[config.mk]
export PLATFORM = sky130hd
export DESIGN_NAME = frisr_top
export DESIGN_NICKNAME = d
export VERILOG_FILES = /design/src/frisr_sync.v /design/src/frisr_status0.v /design/src/frisr_top.v
export VERILOG_INCLUDE_DIRS = /design/src
export SDC_FILE = /design/constraint.sdc
export NUM_CORES = 1
export LEC_CHECK = 0
export BUFFER_PORTS_ARGS = -buffer_cell sky130_fd_sc_hd__buf_4
export CAP_MARGIN = 15
export CORE_ASPECT_RATIO = 2
export CORE_MARGIN = 5
export CORE_UTILIZATION = 46
export DETAILED_ROUTE_END_ITERATION = 6
export PLACE_DENSITY = 0.78
export SLEW_MARGIN = 25
export SYNTH_ARGS = -nofsm -noshare
export SYNTH_HDL_FRONTEND = slang
export SYNTH_HIERARCHICAL = 1
export SYNTH_SLANG_ARGS = --single-unit
[constraint.sdc]
create_clock -name clk_in -period 1.8 [get_ports clk_in]
set_input_delay 0.18 -clock clk_in [delete_from_list [all_inputs] [get_ports clk_in]]
set_output_delay 0.18 -clock clk_in [all_outputs]
set_load 0.02 [all_outputs]
[src/frisr_defs.vh]
`ifndef FRISR_DEFS_VH
`define FRISR_DEFS_VH
// register address
`define FRISR_ADDR_INPUT_CFG 10'h3F7
// compatibility layouts
`define FRISR_MODE_BASIC 2'h0
`define FRISR_MODE_SECOND 2'h1
`define FRISR_MODE_THIRD 2'h2
// config control fields
`define FRISR_CCR_RATE_LSB 0
`define FRISR_CCR_PRECOMP_BIT 2
// rate encodings
`define FRISR_RATE_500K 2'h0
`define FRISR_RATE_300K 2'h1
`define FRISR_RATE_250K 2'h2
`define FRISR_RATE_1M 2'h3
// reset values
`define FRISR_RATE_RESET 2'h2
`define FRISR_PRECOMP_RESET 1'h0
`define FRISR_DENSITY_RESET 1'h1
`define FRISR_LOW_RATE_RESET 1'h1
// cable pins idle high, so the synchroniser starts there
`define FRISR_PIN_IDLE 2'h3
// termination codes
`define FRISR_TERM_NORMAL 2'h0
`define FRISR_TERM_ABNORMAL 2'h1
`define FRISR_TERM_INVALID 2'h2
`define FRISR_TERM_POLLING 2'h3
// status byte zero fields
`define FRISR_ST0_TERM_LSB 6
`define FRISR_ST0_SEEK_BIT 5
`define FRISR_ST0_EQUIP_BIT 4
`define FRISR_ST0_HEAD_BIT 2
// recalibrate step limit
`define FRISR_RECAL_STEPS 7'h50
`endif

[src/frisr_sync.v]
`timescale 1ns/10ps
// three-stage pin synchroniser; output changes when stages two and three agree
module frisr_sync (
  // clock and reset
  input wire clk_in,
  input wire rst_n_in,
  input wire [1:0] rst_val_in,
  // pins
  input wire [1:0] pin_in,
  output reg [1:0] pin_out
);
  reg [1:0] s1_q;
  reg [1:0] s2_q;
  reg [1:0] s3_q;
  // first stage feeds only the second
  always @(posedge clk_in) begin
    if (!rst_n_in) begin
      s1_q <= rst_val_in;
      s2_q <= rst_val_in;
      s3_q <= rst_val_in;
      pin_out <= rst_val_in;
    end else begin
      s1_q <= pin_in;
      s2_q <= s1_q;
      s3_q <= s2_q;
      pin_out <= (pin_out & (s2_q ^ s3_q)) | (s3_q & ~(s2_q ^ s3_q));
    end
  end
endmodule

[src/frisr_status0.v]
`timescale 1ns/10ps
`include "frisr_defs.vh"
// builds the first result status byte from the command outcome
module frisr_status0 (
  // outcome fields
  input wire [1:0] term_code_in,
  input wire seek_end_in,
  input wire recal_fail_in,
  input wire rel_seek_past_zero_in,
  input wire head_in,
  input wire [1:0] drive_in,
  // encoded byte
  output wire [7:0] status_out
);
  // bit 3 is unused and stays zero
  assign status_out = {term_code_in, seek_end_in, recal_fail_in | rel_seek_past_zero_in,
                       1'b0, head_in, drive_in};
endmodule

[src/frisr_top.v]
`timescale 1ns/10ps
`include "frisr_defs.vh"
module frisr_top (
  // clock and reset
  input wire clk_in,
  input wire rst_n_in,
  // host register port
  input wire [9:0] addr_in,
  input wire rd_strobe_in,
  input wire wr_strobe_in,
  input wire [7:0] wdata_in,
  output reg [7:0] rdata_out,
  output reg [7:0] rdata_oe_out,
  // configuration
  input wire [1:0] mode_in,
  input wire [1:0] force_disk_change_cfg_in,
  input wire dma_gate_enable_in,
  input wire soft_reset_in,
  // drive cable pins
  input wire disk_change_pin_in,
  input wire track_zero_pin_in,
  output reg density_select_pin_out,
  output reg [1:0] rate_select_out,
  // command engine result
  input wire result_load_in,
  input wire [1:0] term_code_in,
  input wire seek_end_in,
  input wire recal_fail_in,
  input wire rel_seek_past_zero_in,
  input wire head_in,
  input wire [1:0] drive_in,
  output reg [7:0] status0_out,
  output reg low_rate_flag_out
);
  // register state and their next values
  reg [1:0] rate_q;
  reg [1:0] rate_d;
  reg precomp_q;
  reg precomp_d;
  reg [1:0] mode_q;
  reg [1:0] mode_d;
  // output next values
  reg [1:0] rate_out_d;
  reg low_rate_d;
  reg density_d;
  reg [7:0] status0_d;
  reg [7:0] rdata_d;
  reg [7:0] rdata_oe_d;
  // register layout and decode
  reg [7:0] dir_d;
  reg [7:0] oe_d;
  reg disk_change_flag;
  wire [1:0] pins_sync;
  wire [7:0] st0_enc;
  wire rd_hit;
  wire wr_hit;
  wire idle;
  genvar g;

  // slow rates raise the low-rate flag
  function is_low_rate;
    input [1:0] r;
    begin
      is_low_rate = (r == `FRISR_RATE_250K) || (r == `FRISR_RATE_300K);
    end
  endfunction

  // density pin is high for the two fast rates
  function density_for_rate;
    input [1:0] r;
    begin
      density_for_rate = ~is_low_rate(r);
    end
  endfunction

  // one strobe qualified by the shared address; used for reads and writes
  function addr_hit;
    input strobe;
    input [9:0] a;
    begin
      addr_hit = strobe && (a == `FRISR_ADDR_INPUT_CFG);
    end
  endfunction

  // the unused fourth code folds into basic, so only three layouts are stored
  function [1:0] mode_norm;
    input [1:0] m;
    begin
      case (m)
        `FRISR_MODE_SECOND: begin
          mode_norm = `FRISR_MODE_SECOND;
        end
        `FRISR_MODE_THIRD: begin
          mode_norm = `FRISR_MODE_THIRD;
        end
        default: begin
          mode_norm = `FRISR_MODE_BASIC;
        end
      endcase
    end
  endfunction

  // basic layout: only the change bit carries data
  function [7:0] dir_basic;
    input chg;
    begin
      dir_basic = {chg, 7'h00};
    end
  endfunction

  // second layout: ones above the rate, low-rate flag at bit 0
  function [7:0] dir_second;
    input chg;
    input [1:0] r;
    begin
      dir_second = {chg, 4'hF, r, is_low_rate(r)};
    end
  endfunction

  // third layout: zeros above the dma gate, precomp and rate below
  function [7:0] dir_third;
    input chg;
    input dma;
    input pre;
    input [1:0] r;
    begin
      dir_third = {chg, 3'h0, dma, pre, r};
    end
  endfunction

  // drive enables per layout; basic leaves lines 6-0 floating
  function [7:0] oe_for_mode;
    input [1:0] m;
    begin
      case (m)
        `FRISR_MODE_BASIC: begin
          oe_for_mode = 8'h80;
        end
        `FRISR_MODE_SECOND: begin
          oe_for_mode = 8'hFF;
        end
        `FRISR_MODE_THIRD: begin
          oe_for_mode = 8'hFF;
        end
        default: begin
          oe_for_mode = 8'h80;
        end
      endcase
    end
  endfunction

  // the precomp bit exists only in the third layout
  function has_precomp;
    input [1:0] m;
    begin
      has_precomp = (m == `FRISR_MODE_THIRD);
    end
  endfunction

  // pins start at their idle level so reset shows no false disk change
  frisr_sync u_sync (
    .clk_in(clk_in),
    .rst_n_in(rst_n_in),
    .rst_val_in(`FRISR_PIN_IDLE),
    .pin_in({track_zero_pin_in, disk_change_pin_in}),
    .pin_out(pins_sync)
  );

  // result encoding is pure logic; the byte is registered below
  frisr_status0 u_st0 (
    .term_code_in(term_code_in),
    .seek_end_in(seek_end_in),
    .recal_fail_in(recal_fail_in),
    .rel_seek_past_zero_in(rel_seek_past_zero_in),
    .head_in(head_in),
    .drive_in(drive_in),
    .status_out(st0_enc)
  );

  // shared address split by strobe
  assign rd_hit = addr_hit(rd_strobe_in, addr_in);
  assign wr_hit = addr_hit(wr_strobe_in, addr_in);
  assign idle = !rd_strobe_in && !wr_strobe_in;

  // force setting: 00 follows pin, 01 forces 0, 1x forces 1
  always @* begin
    case (force_disk_change_cfg_in)
      2'h0: begin
        disk_change_flag = ~pins_sync[0];
      end
      2'h1: begin
        disk_change_flag = 1'h0;
      end
      default: begin
        disk_change_flag = 1'h1;
      end
    endcase
  end

  // layout of the input register by mode
  always @* begin
    dir_d = 8'h00;
    oe_d = 8'h00;
    case (mode_q)
      `FRISR_MODE_BASIC: begin
        dir_d = dir_basic(disk_change_flag);
      end
      `FRISR_MODE_SECOND: begin
        dir_d = dir_second(disk_change_flag, rate_q);
      end
      `FRISR_MODE_THIRD: begin
        dir_d = dir_third(disk_change_flag, dma_gate_enable_in, precomp_q, rate_q);
      end
      default: begin
        dir_d = dir_basic(disk_change_flag);
      end
    endcase
    oe_d = oe_for_mode(mode_q);
  end

  // mode moves only while no access is under way, so layout stays steady
  always @* begin
    mode_d = mode_q;
    if (idle) begin
      mode_d = mode_norm(mode_in);
    end
  end

  // mode register
  always @(posedge clk_in) begin
    if (!rst_n_in) begin
      mode_q <= `FRISR_MODE_BASIC;
    end else begin
      mode_q <= mode_d;
    end
  end

  // config next value; reserved bits dropped, soft reset has no say here
  always @* begin
    rate_d = rate_q;
    precomp_d = precomp_q;
    if (wr_hit) begin
      rate_d = wdata_in[`FRISR_CCR_RATE_LSB +: 2];
      if (has_precomp(mode_q)) begin
        precomp_d = wdata_in[`FRISR_CCR_PRECOMP_BIT];
      end
    end
  end

  // config register; only a hard reset reloads it
  always @(posedge clk_in) begin
    if (!rst_n_in) begin
      rate_q <= `FRISR_RATE_RESET;
      precomp_q <= `FRISR_PRECOMP_RESET;
    end else begin
      rate_q <= rate_d;
      precomp_q <= precomp_d;
    end
  end

  // read data for the coming cycle; nothing driven unless the register is read
  always @* begin
    rdata_d = 8'h00;
    rdata_oe_d = 8'h00;
    if (rd_hit) begin
      rdata_d = dir_d & oe_d;
      rdata_oe_d = oe_d;
    end
  end

  // one flop pair per data line, so each enable sits beside its data
  generate
    for (g = 0; g < 8; g = g + 1) begin : gen_rd
      always @(posedge clk_in) begin
        if (!rst_n_in) begin
          rdata_out[g] <= 1'h0;
          rdata_oe_out[g] <= 1'h0;
        end else begin
          rdata_out[g] <= rdata_d[g];
          rdata_oe_out[g] <= rdata_oe_d[g];
        end
      end
    end
  endgenerate

  // pin next values follow the stored rate
  always @* begin
    rate_out_d = rate_q;
    low_rate_d = is_low_rate(rate_q);
    density_d = density_for_rate(rate_q);
  end

  // density pin ignores soft reset; only hard reset forces it high
  always @(posedge clk_in) begin
    if (!rst_n_in) begin
      density_select_pin_out <= `FRISR_DENSITY_RESET;
      rate_select_out <= `FRISR_RATE_RESET;
      low_rate_flag_out <= `FRISR_LOW_RATE_RESET;
    end else begin
      density_select_pin_out <= density_d;
      rate_select_out <= rate_out_d;
      low_rate_flag_out <= low_rate_d;
    end
  end

  // a load in the same cycle as soft reset wins, so no outcome is lost
  always @* begin
    status0_d = status0_out;
    if (result_load_in) begin
      status0_d = st0_enc;
    end else if (soft_reset_in) begin
      status0_d = 8'h00;
    end
  end

  // held until the next load or soft reset so the host can read it at leisure
  always @(posedge clk_in) begin
    if (!rst_n_in) begin
      status0_out <= 8'h00;
    end else begin
      status0_out <= status0_d;
    end
  end
endmodule

# Word level (Yosys, flattened, before mapping)

Index checks and enable logic that the tools add are counted.

Output and inout bits: 28
Word-level logic and storage cells: 61
ROM bits: 0
Flip-flop bits (word level): 40
Input bits: 39
Bits in latches: 0
Memories: 0
RAM bits: 0

Div/mod/pow operators: 0
Multiply operators: 0
Bitwise operators: 9
Reductions and logical operators: 11
Equality and inequality tests: 8
$add $sub $neg: 0
Multiplexer cells: 6
Shift-type cells: 0
Order comparisons: 0

Operators with widths:

| kind                                           | number |
|---|---|
| 2-to-1 mux 8 bit                               | 2 |
| case mux 7 bit (2 select lines)                | 1 |
| == test 10 bit (second input constant)         | 1 |
| bitwise AND 8 bit                              | 1 |
| == test 2 x 1 -> 1 bit (second input constant) | 4 |
| 2-to-1 mux 7 bit                               | 1 |
| == test 2 bit (second input constant)          | 3 |
| bitwise AND 2 bit                              | 2 |
| case mux 2 bit (2 select lines)                | 1 |
| AND reduction 2 bit                            | 2 |
| logical AND 1 bit                              | 3 |
| zero test 1 bit                                | 2 |
| zero test 2 bit                                | 1 |
| inverter 1 bit                                 | 2 |
| inverter 2 bit                                 | 1 |
| OR 2 bit                                       | 1 |
| case mux 1 bit (2 select lines)                | 1 |
| nonzero test 2 bit                             | 1 |
| OR reduction 2 bit                             | 1 |
| XOR 2 bit                                      | 1 |
| logical OR 1 bit                               | 1 |
| OR 1 bit                                       | 1 |

# Logic depth before layout (Yosys ltp)

Depth after elaboration: 4
Depth in mapped cells: 5
Gate-level depth less buffers: 5

# Modules after synthesis

Netlist, hierarchy kept.

By module, submodules not included:

| module        | instances | area each (µm²) | cells an instance | sequential area each (µm²) |
|---|---|---|---|---|
| frisr_top     | 1         | 1049.8          | 114               | 500.5 |
| frisr_sync    | 1         | 296.5           | 31                | 180.2 |
| frisr_status0 | 1         | 62.6            | 9                 | 0.0 |

# Least setup slack after synthesis

No wires, ideal clock.

Path kind: reg2reg
From: register mode_q[0]
To: register rdata_out[0]
Stages on the path, launching flop included: 6
Clock period less this slack: 1.411 ns
Data required time: 1.730 ns
Setup slack: 0.389 ns
Library setup time: 0.070 ns
Arrival: 1.341 ns
Buffers on the path: 0
Cell sequence: dfxtp_1 > inv_1 > ha_1 > nand3b_1 > or4_4 > a21oi_1

Cells in the longest elaborated chain, start to end: 4
Elaborated cells between the ends (all ways): 6
Classes of those cells: eq/ne (2); mux (2); bitwise (1); reduce/logical (1)

Ends and longest elaborated chain:

| element                                                 | RTL line        | source |
|---|---|---|
| start, declared                                         | frisr_top.v:40  | `reg [1:0] mode_q;` |
| start signal, assigned                                  | frisr_top.v:232 | `` mode_q <= `FRISR_MODE_BASIC; `` |
| start signal, assigned                                  | frisr_top.v:234 | `mode_q <= mode_d;` |
| == test 2 bit or == test 2 x 1 -> 1 bit (tied branches) | --              |  |
| OR reduction 2 bit (no source line)                     | --              |  |
| 2-to-1 mux 7 bit                                        | frisr_top.v:135 | `case (m)` |
| bitwise AND 8 bit *                                     | frisr_top.v:266 | `rdata_d = dir_d & oe_d;` |
| end signal, assigned by index                           | frisr_top.v:279 | `rdata_out[g] <= rdata_d[g];` |
| end, declared                                           | frisr_top.v:12  | `output reg [7:0] rdata_out,` |

Every way passes the cells marked *; elsewhere a longest branch is shown, timed or not.
A chain may end at the register's enable or synchronous reset.

# Worst setup path in the final report

From: register mode_q[0]
To: register rdata_out[1]

The elaborated chain is that of the path after synthesis.

==> run_results.csv <==
group,metric,value,unit
logic_synthesis,syn_area_per_cell,9.11,sq um
place,placed_cells,207,
cts,root_buffer,"clkbuf_8",
sta,rsz0062_at_grt,"false",
grt,grt_max_degree,17,
sta,finalHoldViolations,0,
power,ir_drop,0.508,mV
cts,numClockSinks,29,
detailed_routing,drcViolationCount,0,
sta,slew_headroom,0.650,
power,leakage,0.781,nW
detailed_routing,wl,2.64,mm
sta,holdWs,0.105,ns
critical_path,endpoint_kind,"flip-flop",
critical_path,cp-startpoint,"mode_q[0]$_SDFFE_PN0P_",
detailed_routing,initialDrtViolationCount,13,
grt,grt_pass1_vias,1056,
critical_path,cp_max_fo,5,
critical_path,regToRegStartpoint,"mode_q[0]$_SDFFE_PN0P_",
place,dp_hpwl,2.16,mm
cts,clkLatencyLatePin,0.27,ns
floorplan,fp.dieW,47.1,microns
finish,diodes,0,
critical_path,r2r-end,"rdata_out[1]$_SDFF_PN0_",
floorplan,die_h,84.2,microns
min_path,min_to,"u_sync/s1_q[0]$_DFF_P_",
sta,skew,0.00967,ns
finish,area.growth.synth_to_final,33.1,%
sta,drv_slew,0,
cts,cts_tree,"yes",
grt,met1_usage,0.131,
detailed_routing,drt-pass1-iter-count,4,
place,port_buffers,60,
flow_run,drv_cap,0,
finish,fillers,248,
finish,fin_nets,227,
cts,cts_hold_buf,0,
finish,drive_gt1_frac,0.389,
logic_synthesis,synth_area,1270,sq um
floorplan,die-area,3970,sq um
sta,fmax,652,MHz
floorplan,io_pins,67,
cts,path_clk_slew,0.06,ns
critical_path,r2r_cells,5,
detailed_routing,drtAntennaViolNets,0,
power,p_per_area,773,nW/um^2
grt,grt_pass1_wl,4.26,mm
grt,overflow,0,
sta,final-setup-viol-count,0,
floorplan,coreArea,2700,sq um
grt,grtUsageTotal,0.149,
floorplan,rows,27,
finish,instances_no_fill,214,
sta,finalCriticalPeriod,1.53,ns
sta,worstMarginPinSlew,0.520,ns
min_path,hold_depth,3,
grt,grt_use_met3,0.0601,
logic_synthesis,yosysWarnings,6,
grt,gr-usage-met2,0.260,
finish,fin_area,1690,sq um
critical_path,arrival,1.74,ns
logic_synthesis,postSynthCellCount,139,
critical_path,reg2reg_slack,0.27,ns
min_path,hp-start,"disk_change_pin_in",
critical_path,crit_type,"reg -> reg",
outcome,outcome,"finished, final reports clean",
cts,cts_setup_buffers,0,
place,place.gp.congestion,0.797,
floorplan,initial_core_util,0.469,
critical_path,cp.required,2.00,ns
sta,setup-tns-final,0,ns
cts,htreeDepth,2,
grt,top_usage_layer,"met2",
detailed_routing,wl_per_cell,12.4,microns
place,post_dp_cell_area,1610,sq um
min_path,worstHoldPathType,"in -> reg",
cts,cts_resized,0,
cts,tritoncts.num_buffers,5,
grt,antenna_found_initial,0,
detailed_routing,vias_per_cell,5.00,
logic_synthesis,syn_nets,181,
critical_path,startpoint_type,"flip-flop",
detailed_routing,vias,1070,
cts,clk_path_buf_depth,2,
sta,post-route-period-util,0.852,
per-layer routing:
layer | share of wire | vias up | wire length [microns]
met5 | 0 | - | 0
met2 | 0.54 | 55 | 1430
met1 | 0.34 | 481 | 897
met3 | 0.099 | 6 | 263
met4 | 0.021 | 0 | 55
li1 | - | 528 | -
area by class of cell:
class / instances / area [sq um] / share of cell area
sequential: 29 / 591 / 0.350
multi-input combinational: 83 / 508 / 0.301
timing repair buffer: 60 / 450 / 0.267
clock buffer: 6 / 72.6 / 0.0431
tap: 29 / 36.3 / 0.0215
inverter: 6 / 22.5 / 0.0134
clock inverter: 1 / 5.00 / 0.00297
worst max-delay path by stage:
stage,slack (ns),end,depth (start not counted)
floorplan,0.39,rdata_out[0]$_SDFF_PN0_,5
global placement,0.32,rdata_out[0]$_SDFF_PN0_,5
detailed placement,0.29,rdata_out[0]$_SDFF_PN0_,5
CTS,0.26,rdata_out[0]$_SDFF_PN0_,5
global route,0.19,rdata_out[1]$_SDFF_PN0_,5
finish,0.27,rdata_out[1]$_SDFF_PN0_,5
worst max-delay path, cell delays in order (launching register included):
cell,delay [ns]
dfxtp_1,0.38
inv_1,0.07
ha_1,0.28
nand3b_1,0.15
or4_4,0.46
nor2_1,0.14
sequential cells by signal, summed over array words and instances, names as in the netlist, 2 cells and up, named ones only:
name and flops:
status0_out 8, rdata_out 6, density_for_rate.r 2, mode_q 2, rate_select_out 2, rdata_oe_out 2
layout by cell type, fill, tap and decap left out:
cell	n
edfxtp_1	1
o21ai_0	3
nand4_1	1
nand2b_1	2
clkbuf_1	1
buf_4	60
or4_4	1
or2_1	1
nor3b_1	8
nor2_1	13
a21oi_1	12
and2_1	1
mux2_2	1
a22oi_1	2
conb_1	2
ha_1	3
nand2b_2	1
nor2b_1	1
nand3_1	1
nand2_1	16
nand4b_4	1
nor4_2	1
dfxtp_1	28
mux2i_1	2
nor4_1	2
clkinv_2	1
xor2_1	2
clkbuf_8	5
inv_1	6
nand3b_1	4
o21a_1	1
or2_2	1
metrics by stage:
stage          power (mW)  worst slack, ns   util
6_report             1.30            0.266  0.624
5_1_grt              1.37            0.193  0.624
4_1_cts              1.33            0.259  0.624
3_3_place_gp        0.834            0.325  0.595
2_1_floorplan       0.770            0.389      -
3_5_place_dp        0.840            0.288  0.595
power by group:
| group | switching (mW) | total (mW) | internal [mW] |
|---|---|---|---|
| combinational | 0.0681 | 0.148 | 0.0803 |
| clock | 0.215 | 0.477 | 0.261 |
| sequential | 0.00973 | 0.677 | 0.667 |
| total | 0.293 | 1.30 | 1.01 |
(Power assumes the default switching activity.)
